===== src/include/supervisor_pkg.sv =====
package supervisor_pkg;

   // ------------------------------------------------------------------
   // Timebase
   // ------------------------------------------------------------------
   localparam int CLK_HZ         = 20_000_000;
   localparam int TICK_HZ        = 1_000;
   localparam int TICK_CYCLES    = CLK_HZ / TICK_HZ;

   // ------------------------------------------------------------------
   // Reset hold window, in milliseconds
   // ------------------------------------------------------------------
   localparam int RESET_HOLD_MIN_MS = 140;
   localparam int RESET_HOLD_MS     = 200;
   localparam int RESET_HOLD_MAX_MS = 280;
   localparam int RESET_HOLD_TICKS  = RESET_HOLD_MS * TICK_HZ / 1_000;

   // ------------------------------------------------------------------
   // Watchdog expiry window, in milliseconds
   // ------------------------------------------------------------------
   localparam int WDOG_MIN_MS    = 1_120;
   localparam int WDOG_MS        = 1_600;
   localparam int WDOG_MAX_MS    = 2_400;
   localparam int WDOG_TICKS     = WDOG_MS * TICK_HZ / 1_000;

   // ------------------------------------------------------------------
   // Reset values
   // ------------------------------------------------------------------
   localparam logic MR_IDLE      = 1'h1;
   localparam logic SUPPLY_IDLE  = 1'h1;
   localparam logic KICK_IDLE    = 1'h0;
   localparam logic FLOAT_IDLE   = 1'h1;

   typedef enum logic [1:0] {
      ST_RESET,
      ST_HOLD,
      ST_RUN
   } sup_state_t;

endpackage


===== src/design/pin_sync.sv =====
`timescale 1ns/10ps

// Two-flop synchroniser; the first stage feeds only the second.
module pin_sync #(
   parameter int          WIDTH     = 1,
   parameter logic [WIDTH-1:0] RESET_VAL = '0
) (
   // Clock and reset
   input  wire logic             clk,
   input  wire logic             rst,
   // Pins in, synchronised levels out
   input  wire logic [WIDTH-1:0] pin_in,
   output logic      [WIDTH-1:0] pin_sync_out
);

   logic [WIDTH-1:0] meta_r;

   always_ff @(posedge clk or posedge rst) begin
      if (rst) begin
         meta_r       <= RESET_VAL;
         pin_sync_out <= RESET_VAL;
      end else begin
         meta_r       <= pin_in;
         pin_sync_out <= meta_r;
      end
   end

endmodule


===== src/design/supply_supervisor_watchdog_reset.sv =====
`timescale 1ns/10ps

// Functional notes
// - Supply below threshold holds reset asserted.
// - Manual reset low holds reset asserted.
// - Watchdog expiry asserts reset.
// - Supply recovery keeps reset for hold time.
// - Manual release keeps reset for hold time.
// - Watchdog expires after 1.6 s unserviced.
// - Floating kick input disables watchdog.
// - Complementary reset outputs always agree.
// - Unconnected manual reset reads inactive high.
// - Hold time 140 to 280 ms, 200 nominal.
// - Watchdog time 1.12 to 2.40 s.
module supply_supervisor_watchdog_reset #(
   parameter int TICK_CYCLES = supervisor_pkg::TICK_CYCLES,
   parameter int HOLD_TICKS  = supervisor_pkg::RESET_HOLD_TICKS,
   parameter int WDOG_TICKS  = supervisor_pkg::WDOG_TICKS
) (
   // Clock and reset
   input  wire logic clk,
   input  wire logic rst,
   // Supply comparator result, high while supply is below threshold
   input  wire logic supply_low,
   // Manual reset pin, pulled up at the pad
   input  wire logic manual_reset_n,
   // Watchdog kick pin and its pad float detector
   input  wire logic watchdog_kick_in,
   input  wire logic watchdog_kick_float,
   // Reset outputs
   output logic      reset_out,
   output logic      reset_out_n
);

   // ------------------------------------------------------------------
   // Parameter checks
   // ------------------------------------------------------------------
   generate
      if (TICK_CYCLES < 2 || HOLD_TICKS < 1 || WDOG_TICKS < 1) begin : g_bad
         $error("supervisor timing parameters out of range");
      end
   endgenerate

   localparam int TW = $clog2(TICK_CYCLES);
   localparam int HW = $clog2(HOLD_TICKS + 1);
   localparam int WW = $clog2(WDOG_TICKS + 1);
   localparam logic [TW-1:0] TICK_LAST = TW'(TICK_CYCLES - 1);
   localparam logic [HW-1:0] HOLD_LAST = HW'(HOLD_TICKS - 1);
   localparam logic [WW-1:0] WDOG_LAST = WW'(WDOG_TICKS - 1);

   // ------------------------------------------------------------------
   // Pin synchronisers
   // ------------------------------------------------------------------
   logic [3:0] pins_s;
   logic       supply_low_s;
   logic       mr_n_s;
   logic       kick_s;
   logic       float_s;

   // pull-up idle
   // The manual reset bit of the synchroniser starts at its inactive level so that an
   // undriven manual reset pin never reads as a request.
   pin_sync #(
      .WIDTH     (4),
      .RESET_VAL ({supervisor_pkg::SUPPLY_IDLE, supervisor_pkg::MR_IDLE,
                   supervisor_pkg::KICK_IDLE, supervisor_pkg::FLOAT_IDLE})
   ) u_sync (
      .clk          (clk),
      .rst          (rst),
      .pin_in       ({supply_low, manual_reset_n,
                      watchdog_kick_in, watchdog_kick_float}),
      .pin_sync_out (pins_s)
   );

   assign supply_low_s = pins_s[3];
   assign mr_n_s       = pins_s[2];
   assign kick_s       = pins_s[1];
   assign float_s      = pins_s[0];

   // ------------------------------------------------------------------
   // State
   // ------------------------------------------------------------------
   typedef struct packed {
      supervisor_pkg::sup_state_t state;
      logic [TW-1:0]              tick_cnt;
      logic [HW-1:0]              hold_cnt;
      logic [WW-1:0]              wd_cnt;
      logic                       kick_d;
      logic                       out_hi;
      logic                       out_lo;
   } sup_regs_t;

   sup_regs_t s_r;
   sup_regs_t s_nxt;
   logic      tick;
   logic      cause;
   logic      kick_edge;

   assign tick      = (s_r.tick_cnt == TICK_LAST);
   assign kick_edge = (kick_s != s_r.kick_d);

   always_comb begin
      s_nxt        = s_r;
      s_nxt.kick_d = kick_s;
      cause        = supply_low_s | ~mr_n_s;

      // The millisecond tick runs freely; alignment costs at most one
      // tick of hold time, well inside the permitted window.
      if (tick) begin
         s_nxt.tick_cnt = '0;
      end else begin
         s_nxt.tick_cnt = s_r.tick_cnt + TW'(1);
      end

      unique case (s_r.state)
         supervisor_pkg::ST_RESET: begin
            s_nxt.hold_cnt = '0;
            if (!cause) begin
               s_nxt.state = supervisor_pkg::ST_HOLD;
            end
         end
         supervisor_pkg::ST_HOLD: begin
            if (cause) begin
               s_nxt.state    = supervisor_pkg::ST_RESET;
               s_nxt.hold_cnt = '0;
            end else if (tick) begin
               if (s_r.hold_cnt == HOLD_LAST) begin
                  s_nxt.state    = supervisor_pkg::ST_RUN;
                  s_nxt.hold_cnt = '0;
               end else begin
                  s_nxt.hold_cnt = s_r.hold_cnt + HW'(1);
               end
            end
         end
         supervisor_pkg::ST_RUN: begin
            if (cause) begin
               s_nxt.state = supervisor_pkg::ST_RESET;
            end else if (float_s || kick_edge) begin
               s_nxt.wd_cnt = '0;
            end else if (tick) begin
               if (s_r.wd_cnt == WDOG_LAST) begin
                  s_nxt.state = supervisor_pkg::ST_HOLD;
               end else begin
                  s_nxt.wd_cnt = s_r.wd_cnt + WW'(1);
               end
            end
         end
      endcase

      if (s_nxt.state != supervisor_pkg::ST_RUN) begin
         s_nxt.wd_cnt = '0;
      end

      s_nxt.out_hi = (s_nxt.state != supervisor_pkg::ST_RUN);
      s_nxt.out_lo = ~s_nxt.out_hi;
   end

   always_ff @(posedge clk or posedge rst) begin
      if (rst) begin
         s_r.state    <= supervisor_pkg::ST_RESET;
         s_r.tick_cnt <= '0;
         s_r.hold_cnt <= '0;
         s_r.wd_cnt   <= '0;
         s_r.kick_d   <= supervisor_pkg::KICK_IDLE;
         s_r.out_hi   <= 1'h1;
         s_r.out_lo   <= 1'h0;
      end else begin
         s_r <= s_nxt;
      end
   end

   assign reset_out   = s_r.out_hi;
   assign reset_out_n = s_r.out_lo;

   // ------------------------------------------------------------------
   // Checks
   // ------------------------------------------------------------------
   chk_supply_reset: assert property (
      @(posedge clk) disable iff (rst)
      supply_low_s |=> reset_out)
      else $error("reset not held while supply low");

   chk_manual_reset: assert property (
      @(posedge clk) disable iff (rst)
      !mr_n_s |=> reset_out && !reset_out_n)
      else $error("reset not held while manual reset low");

   chk_wdog_expiry: assert property (
      @(posedge clk) disable iff (rst)
      (s_r.state == supervisor_pkg::ST_RUN && tick && !cause && !float_s
       && !kick_edge && s_r.wd_cnt == WDOG_LAST)
      |=> reset_out && s_r.state == supervisor_pkg::ST_HOLD)
      else $error("watchdog expiry did not assert reset");

   chk_release_hold: assert property (
      @(posedge clk) disable iff (rst)
      $fell(reset_out) |-> $past(s_r.state) == supervisor_pkg::ST_HOLD
                           && $past(s_r.hold_cnt) == HOLD_LAST && $past(tick))
      else $error("reset released before hold time");

   chk_hold_restart: assert property (
      @(posedge clk) disable iff (rst)
      (cause && s_r.state == supervisor_pkg::ST_HOLD)
      |=> s_r.state == supervisor_pkg::ST_RESET && s_r.hold_cnt == '0)
      else $error("hold window not restarted by new cause");

   chk_wdog_bound: assert property (
      @(posedge clk) disable iff (rst)
      s_r.wd_cnt <= WDOG_LAST)
      else $error("watchdog count beyond expiry");

   chk_float_disable: assert property (
      @(posedge clk) disable iff (rst)
      float_s [*2] |-> s_r.wd_cnt == '0
                       && (!$rose(reset_out) || $past(cause)))
      else $error("watchdog counted while kick input floating");

   chk_outputs_agree: assert property (
      @(posedge clk) disable iff (rst)
      reset_out == !reset_out_n)
      else $error("reset outputs disagree");

   chk_kick_restart: assert property (
      @(posedge clk) disable iff (rst)
      (kick_edge && !cause && s_r.state == supervisor_pkg::ST_RUN)
      |=> s_r.wd_cnt == '0 && !reset_out)
      else $error("kick edge did not restart watchdog");

   chk_count_cleared: assert property (
      @(posedge clk) disable iff (rst)
      reset_out |-> s_r.wd_cnt == '0)
      else $error("watchdog counted during reset");

endmodule


===== config.mk =====
export PLATFORM = sky130hd
export DESIGN_NAME = supply_supervisor_watchdog_reset
export DESIGN_NICKNAME = d
export VERILOG_FILES = /design/src/include/supervisor_pkg.sv /design/src/design/pin_sync.sv /design/src/design/supply_supervisor_watchdog_reset.sv
export SDC_FILE = /design/constraint.sdc
export NUM_CORES = 1
export LEC_CHECK = 0
export ABC_AREA = 0
export BUFFER_PORTS_ARGS = -buffer_cell sky130_fd_sc_hd__buf_2
export CAP_MARGIN = 0
export CORE_AREA = 2 2 66 68
export CTS_CLUSTER_DIAMETER = 80
export CTS_CLUSTER_SIZE = 14
export DETAILED_ROUTE_END_ITERATION = 10
export DIE_AREA = 0 0 68 70
export PLACE_DENSITY = 0.87
export SLEW_MARGIN = 20
export SYNTH_ARGS = -nofsm -noshare
export SYNTH_HDL_FRONTEND = slang
export SYNTH_SLANG_ARGS = --single-unit

===== constraint.sdc =====
create_clock -name clk -period 3.2 [get_ports clk]
set_clock_uncertainty 0.05 [all_clocks]
set_input_delay 0.48 -clock clk [delete_from_list [all_inputs] [get_ports clk]]
set_output_delay 0.48 -clock clk [all_outputs]
set_load 0.05 [all_outputs]

# == Word-level counts from Yosys, hierarchy flattened ==
# Index checks and enable logic that the tools add are counted.
# classes
addsub,3
mul,0
div,0
order_cmp,0
n_eq_ne,10
shift,0
muxes,20
n_bitwise,3
reduce_logical,7
# ops
cell,n
11-bit two-way mux,6
8-bit two-way mux,3
2-bit two-way mux,8
8-bit one-hot mux with 2 select lines,1
"15-bit by 1-bit adder with 15-bit output, second input constant",1
"15-bit == test, second input constant",1
15-bit two-way mux,1
"11-bit by 1-bit adder with 11-bit output, second input constant",1
"11-bit == test, second input constant",1
"8-bit by 1-bit adder with 8-bit output, second input constant",1
"8-bit == test, second input constant",1
"3-bit inequality test, second input constant",2
2-bit one-hot mux with 3 select lines,1
"2-bit inequality test, second input constant",2
4-bit AND reduction,1
2-bit nonzero test,2
3-bit nonzero test,1
"2-bit by 1-bit == test with 1-bit output, second input constant",1
"2-bit == test, second input constant",1
2-bit zero test,1
1-bit NOT,2
2-bit AND reduction,1
1-bit logical OR,1
1-bit inequality test,1
1-bit bitwise OR,1
# word_totals
regBits,47
latchBits,0
mem_bits_rw,0
romBits,0
elab_cells,52
mem_count,0

# == Logic depth before layout (Yosys ltp) ==
# Gate-level depths: netlist of the first run.
# logic_depth
ltp_word,9
mapped_depth,8
depth_no_buf,6

# == Hierarchy ==
# Synthesis of the first run repeated with hierarchy kept, for this count alone.
# hier_totals
hier_cells,229
area_unflattened_um2,2458.6
# modules_own_cells
module,n_inst,cells_each,area_each_um2
supply_supervisor_watchdog_reset,1,220,2247.2
pin_sync,1,9,211.5

# == Worst setup path after synthesis of the first run ==
# OpenSTA, ideal clock, no wires.
# synth_path
path_type,register to register
start,reg s_r[22] (netlist name)
end,reg s_r[7] (netlist name)
t_arrival_ns,2.062
required_time_ns,3.063
path_slack_ns,1.001
path_stages_with_launch,8
path_cell_list,dfrtp_1 > ha_1 > and4_1 > nand4_2 > or4_1 > a32o_2 > buf_6 > a211oi_2
# synth_via
elab_chain_cells,8
elab_cells_between_ends,14
cone_classes,eq/ne (4); mux (7); reduce/logical (3)
# synth_lines
element,line_no,source
start: declaration,supply_supervisor_watchdog_reset.sv:93,sup_regs_t s_r;
start signal: assignment,supply_supervisor_watchdog_reset.sv:168,s_r <= s_nxt;
15-bit == test (*),supply_supervisor_watchdog_reset.sv:99,assign tick = (s_r.tick_cnt == TICK_LAST);
2-bit two-way mux,supply_supervisor_watchdog_reset.sv:140,end else if (tick) begin
2-bit two-way mux,supply_supervisor_watchdog_reset.sv:138,end else if (float_s || kick_edge) begin
2-bit two-way mux,supply_supervisor_watchdog_reset.sv:136,if (cause) begin
2-bit one-hot mux with 3 select lines,supply_supervisor_watchdog_reset.sv:115,unique case (s_r.state)
2-bit inequality test,supply_supervisor_watchdog_reset.sv:150,if (s_nxt.state != supervisor_pkg::ST_RUN) begin
"3-bit inequality test (no source line), or another cell as far along",--,
4-bit AND reduction (no source line),--,
# Mark *: on every way between the ends. The rest lies on a longest branch, timed or not.
# A chain may end at the register's enable or synchronous reset.

# == Final worst setup path of the first run ==
# layout_path
start,reg s_r[22] (netlist name)
end,reg s_r[10] (netlist name)
# Same word-level chain as after synthesis.

==> results.yml, run 1 <==
setup_path:
  crit_path_max_incr_delay_ps: 570
  rr_startpoint: "s_r[22]"
  path_max_fanout: 16
  crit_required_ps: 3360
  crit_path_cell_trace: "ha_1, and4_1, and4_1, o211ai_2, or4_1, a211oi_1"
  crit_top_cell: "and4_1"
  slowest_stage: "or4_1"
  r2r-end: "s_r[10]"
  reg2reg_slack_ps: 720
  startpoint_type: "flip-flop"
  critPathKind: "flip-flop to flip-flop"
  cp.arrival_ps: 2640
  endpoint_kind: "flip-flop"
  r2r_cells: 6
timing:
  maxSlewHeadroom: 0.3804
  setup_tns_ps: 0
  final.period_utilization: 0.7752
  slew_viol_final: 0
  max_freq_ghz: 0.4031
  setup_viol: 0
  hold_viol: 0
  grt_setup_unrepaired: "false"
  min_period_ps: 2481
  tightest_slew_ps: 928.0
pwr:
  power.density_mw_per_mm2: 475.2
  ir_drop_v: 0.0004498
  power_mw: 1.203
  leakagePower_nw: 0.9966
min_path:
  holdPathEnd: "u_sync.meta_r[0]"
  hp-start: "watchdog_kick_float"
  min_path_cells: 1
  hold_path.class: "primary input to flip-flop"
logic_synthesis:
  synthTopCellsByCount: "40 x dfrtp_1, 19 x nand2_1, 18 x o21ai_0"
  yosysSeqAreaShare: 0.5043
  synthCells: 222
  synth_area_leader_cell: "dfrtp_1"
  synth_nets: 234
  synth_top_family_by_area: "simple AND/OR/NAND/NOR gates"
  synthTopCellsByArea: "dfrtp_1 43%, dfstp_2 7.8%, o21ai_0 3.8%, xnor2_1 3.4%, a211oi_2 3.2%"
  yosys_register_bits: 47
  synth-edff-count: 0
  synth-simple-area-share: 0.2407
  yosysUniqueCellTypes: 50
  yosys_warnings: 0
  muxShareOfSynthArea: 0.004260
  yosys.area.top_type_share: 0.4260
  ys.flop_type: "dfrtp_1"
  yosysMostFrequentCell: "dfrtp_1"
  synth_compound_area_frac: 0.1427
  synth_xor_area_frac: 0.05218
  syn_avg_cell_area_um2: 10.58
  synth_fa_ha_area_frac: 0.03195
  async_flop_share: 1.000
  syn_area_mm2: 0.002350
grt:
  grt-ovfl-total: 0
  grt_max_degree: 48
  antenna_found_initial: 0
  grt_pass1_vias: 1637
  grt_first_pass_wirelength_um: 7355
  grtUsageTotal: 0.2024
clock_network:
  htreeDepth: 2
  cts_root_buffer: "clkbuf_8"
  cts.path.max_buffers: 2
  cts_tree: "done"
  cts_buffers: 5
  cts_resized: 0
  clk_latency_ps: 300
  cts_setup_buffers: 0
  cts_sinks: 47
  hold_buffers: 0
  clk_pin_slew_ps: 90
finish:
  drive_gt1_frac: 0.1810
  ff_latch_area_mm2: 0.001185
  nFillCells: 342
  area_growth_pct: 7.774
  multi_input_area_mm2: 0.001109
  n_antenna_cell: 0
  num-nets-final: 243
detailed_routing:
  topRoutingLayerUsed: "met4"
  firstDrtPassIters: 4
  wl_um: 4264
  drc_errors: 0
  wl_per_cell_um: 15.01
  wl_met2_um: 2046
  antenna_left: 0
  dr_total_vias: 1710
  drtIter0Drc: 111
  wl_met3_um: 159
  viasPerCell: 6.021
  wl_met1_um: 2007
run_status:
  status: "complete, no violations"
place:
  portBuffers: 7
  dp_hpwl_um: 2983
  gp_congestion: 0.8554
floorplanning:
  die_width_um: 68
  core_area_mm2: 0.004144
  rows: 24
  num_io_pins: 8
  chipHeight_um: 70
  start_util: 0.5670
  dieArea_mm2: 0.004760
run:
  cap_violations: 0
per-stage QoR:
stage / worst slack, ps / cells / cell area, um^2 / utilization / hold WS, ps
3_3_place_gp: 844.8 / 276 / 2420 / 0.5839 / 288.3
2_1_floorplan: 1001 / 222 / 2350 / - / 281.2
5_1_grt: 468.4 / 284 / 2532 / 0.6111 / 204.6
6_report: 719.4 / 284 / 2532 / 0.6111 / 224.5
4_1_cts: 741.6 / 284 / 2532 / 0.6111 / 212.2
3_5_place_dp: 731.5 / 276 / 2420 / 0.5839 / 297.0
how the worst max path moves through the flow:
stage	endpoint	slack, ps	from
global route	s_r[6]	470	s_r[22]
global placement	s_r[12]	840	s_r[22]
finish	s_r[10]	720	s_r[22]
floorplan	s_r[7]	1000	s_r[22]
detailed placement	s_r[10]	730	s_r[22]
CTS	s_r[10]	740	s_r[22]
layout by cell type (no fill, tap or decap), types with 5 or more instances in the layout:
cell type / count
ha_1: 6
o21ai_0: 18
clkbuf_8: 5
o31ai_1: 7
buf_2: 7
or4_1: 7
nor3_1: 7
nand3_1: 11
and3_1: 6
xor2_1: 5
a211oi_2: 6
dfstp_2: 7
a21oi_1: 5
nand2_1: 19
xnor2_1: 9
nor2_1: 14
dfrtp_1: 40
report_power, final:
part           switching (mW)  internal [mW]  total [mW]
sequential            0.00756          0.609       0.616
clock                   0.199          0.233       0.431
combinational           0.114         0.0418       0.156
total                   0.320          0.883        1.20
layer usage:
layer  global-route usage  vias to the layer above
met5                    0                        -
met4              0.06667                        0
met3              0.04026                        7
met2               0.3247                       42
met1               0.2725                      827
li1                     -                      834
worst max-delay path, delay by kind of cell (launching register included):
kind                     cells  cell delay [ps]
flip-flops                   1              390
adder cells (fa/ha/maj)      1              210
AO/OA/AOI/OAI                2              520
AND/OR/NAND/NOR              3             1210
sequential cells by signal, indices dropped and copies added, names as in the netlist:
register	cells
reset_out	1
reset_out_n	1
s_r	37
u_sync.meta_r	4
u_sync.pin_sync_out	4
kinds of logic (layout without fill, tap and decap cells):
| logic type | after synthesis | after routing |
|---|---|---|
| simple gates | 96 | 96 |
| compound gates | 47 | 47 |
| flops | 47 | 47 |
| xor+xnor | 14 | 14 |
| buf+inv | 11 | 21 |
| fa+ha+maj | 6 | 6 |
| mux | 1 | 1 |
cell type report:
type,count,area share
Multi-Input combinational cell,164,0.4377
Sequential cell,47,0.4679
Timing Repair Buffer,8,0.01680
Clock buffer,5,0.02717
Inverter,5,0.007411
Tap cell,52,0.02569
Clock inverter,3,0.01729
No activity file was read; power rests on OpenSTA's default activity.
==> inputs of run 2 (changes only) <==
clock period = 2.3 ns   (was 3.2 ns; I/O delays follow)
==> results.yml, run 2 (synthesis gave the netlist of run 1 again) <==
finish:
  utilization: 0.6745
  largest-register: "s_r"
  nFillCells: 285
  reg_top3: "s_r x37, u_sync.meta_r x4, u_sync.pin_sync_out x4"
  largest_reg_flops: 37
  final_cell_mix: "40 x dfrtp_1, 29 x buf_4, 19 x nand2_1, 16 x o21ai_0, 14 x nor2_1"
  n_antenna_cell: 0
  area_growth_pct: 18.96
  num-nets-final: 273
  mostFrequentLayoutCell: "dfrtp_1"
  drive_gt1_frac: 0.3053
clock_network:
  cts_buffers: 5
  cts_sinks: 47
  cts.path.max_buffers: 2
  cts_tree: "done"
  clk_latency_ps: 300
  clk_pin_slew_ps: 90
  htreeDepth: 2
  hold_buffers: 0
  cts_root_buffer: "clkbuf_8"
detailed_routing:
  dr_total_vias: 1907
  drtIter0Drc: 106
  viasPerCell: 6.073
  firstDrtPassIters: 4
  wl_per_cell_um: 16.25
  wl_um: 5104
  drc_errors: 0
  antenna_left: 0
timing:
  final.setup.worst_slack_ps: 46.83
  slew_viol_final: 0
  tightest_slew_ps: 627.9
  maxSlewHeadroom: 0.5775
  final.period_utilization: 0.9796
  setup_viol: 0
  max_freq_ghz: 0.4438
  hold_ws_ps: 14.13
  hold_viol: 0
  min_period_ps: 2253
  setup_tns_ps: 0
setup_path:
  path_max_fanout: 8
  r2r-end: "s_r[10]"
  startpoint_type: "flip-flop"
  slowest_stage: "or4b_4"
  r2r_cells: 5
  crit_path_max_incr_delay_ps: 560
  reg2reg_slack_ps: 50
  rr_startpoint: "s_r[18]"
  crit_path_cell_trace: "or4b_4, or4_1, a32o_2, buf_4, a211oi_1"
  critPathKind: "flip-flop to flip-flop"
  endpoint_kind: "flip-flop"
  cp.arrival_ps: 2410
  crit_required_ps: 2460
run:
  cap_violations: 0
floorplanning:
  dieArea_mm2: 0.004760
  rows: 24
  chipHeight_um: 70
  core_area_mm2: 0.004144
  start_util: 0.5670
  die_width_um: 68
  num_io_pins: 8
grt:
  antenna_found_initial: 0
  grt_first_pass_wirelength_um: 8645
  grtUsageTotal: 0.2383
  grt_pass1_vias: 1927
  grt_max_degree: 48
  grt-ovfl-total: 0
place:
  gp_congestion: 0.8197
  dp_hpwl_um: 3475
  portBuffers: 7
  pre_cts_slack_ps: -129.7
pwr:
  power.density_mw_per_mm2: 577.7
  ir_drop_v: 0.0003518
  leakagePower_nw: 1.138
run_status:
  status: "complete, no violations"
min_path:
  hold_path.class: "primary input to asynchronous set/reset pin"
[run 2: cell type report]
| type | instances | area, um^2 | area share |
|---|---|---|---|
| multi-input combinational | 165 | 1172 | 0.4194 |
| timing repair buffer | 37 | 272.8 | 0.09758 |
| inverter | 5 | 18.77 | 0.006714 |
| clock buffer | 7 | 76.32 | 0.02731 |
| clock inverter | 1 | 5.005 | 0.001791 |
| tap | 52 | 65.06 | 0.02328 |
| sequential | 47 | 1185 | 0.4239 |
[run 2: metrics by stage]
step | cell area (um^2) | power [mW] | cells
2_1_floorplan | 2350 | 1.047 | 222
3_3_place_gp | 2613 | 1.103 | 300
3_5_place_dp | 2613 | 1.115 | 300
4_1_cts | 2730 | 1.601 | 309
5_1_grt | 2795 | 1.679 | 314
6_report | 2795 | 1.615 | 314
[run 2: how the worst max path moves through the flow]
stage | startpoint | endpoint | cells after the start
final | s_r[18] | s_r[10] | 5
after global routing | s_r[27] | s_r[13] | 5
after CTS | s_r[10] | s_r[12] | 6
after detailed placement | s_r[18] | s_r[13] | 5
after global placement | s_r[18] | s_r[13] | 5
after floorplan | s_r[22] | s_r[8] | 7
[run 2: worst max-delay path, delay by kind of cell, from the launching register on]
kind,cells,cell delay (ps)
and+or+nand+nor,2,1100
AOI/OAI and AO/OA,2,450
DFF,1,390
buffers and inverters,1,180
[run 2: power by group]
group | internal [mW] | switching, mW
combinational | 0.0962 | 0.179
sequential | 0.847 | 0.0118
clock | 0.214 | 0.268
total | 1.16 | 0.458
[run 2: routing by layer]
layer,global-route usage,wire length (um),up-vias,share of wire
met2,0.3830,2611,52,0.51
met3,0.05797,158,14,0.031
met5,0,0,-,0
met4,0.1178,135,0,0.026
met1,0.2939,2199,940,0.43
li1,-,-,901,-
[run 2: what timing repair did]
item,CTS,global route
pin swaps,1,6
endpoints found under the setup margin,7,14
buffers inserted,1,4
cloned,0,1
gates resized for setup,8,8
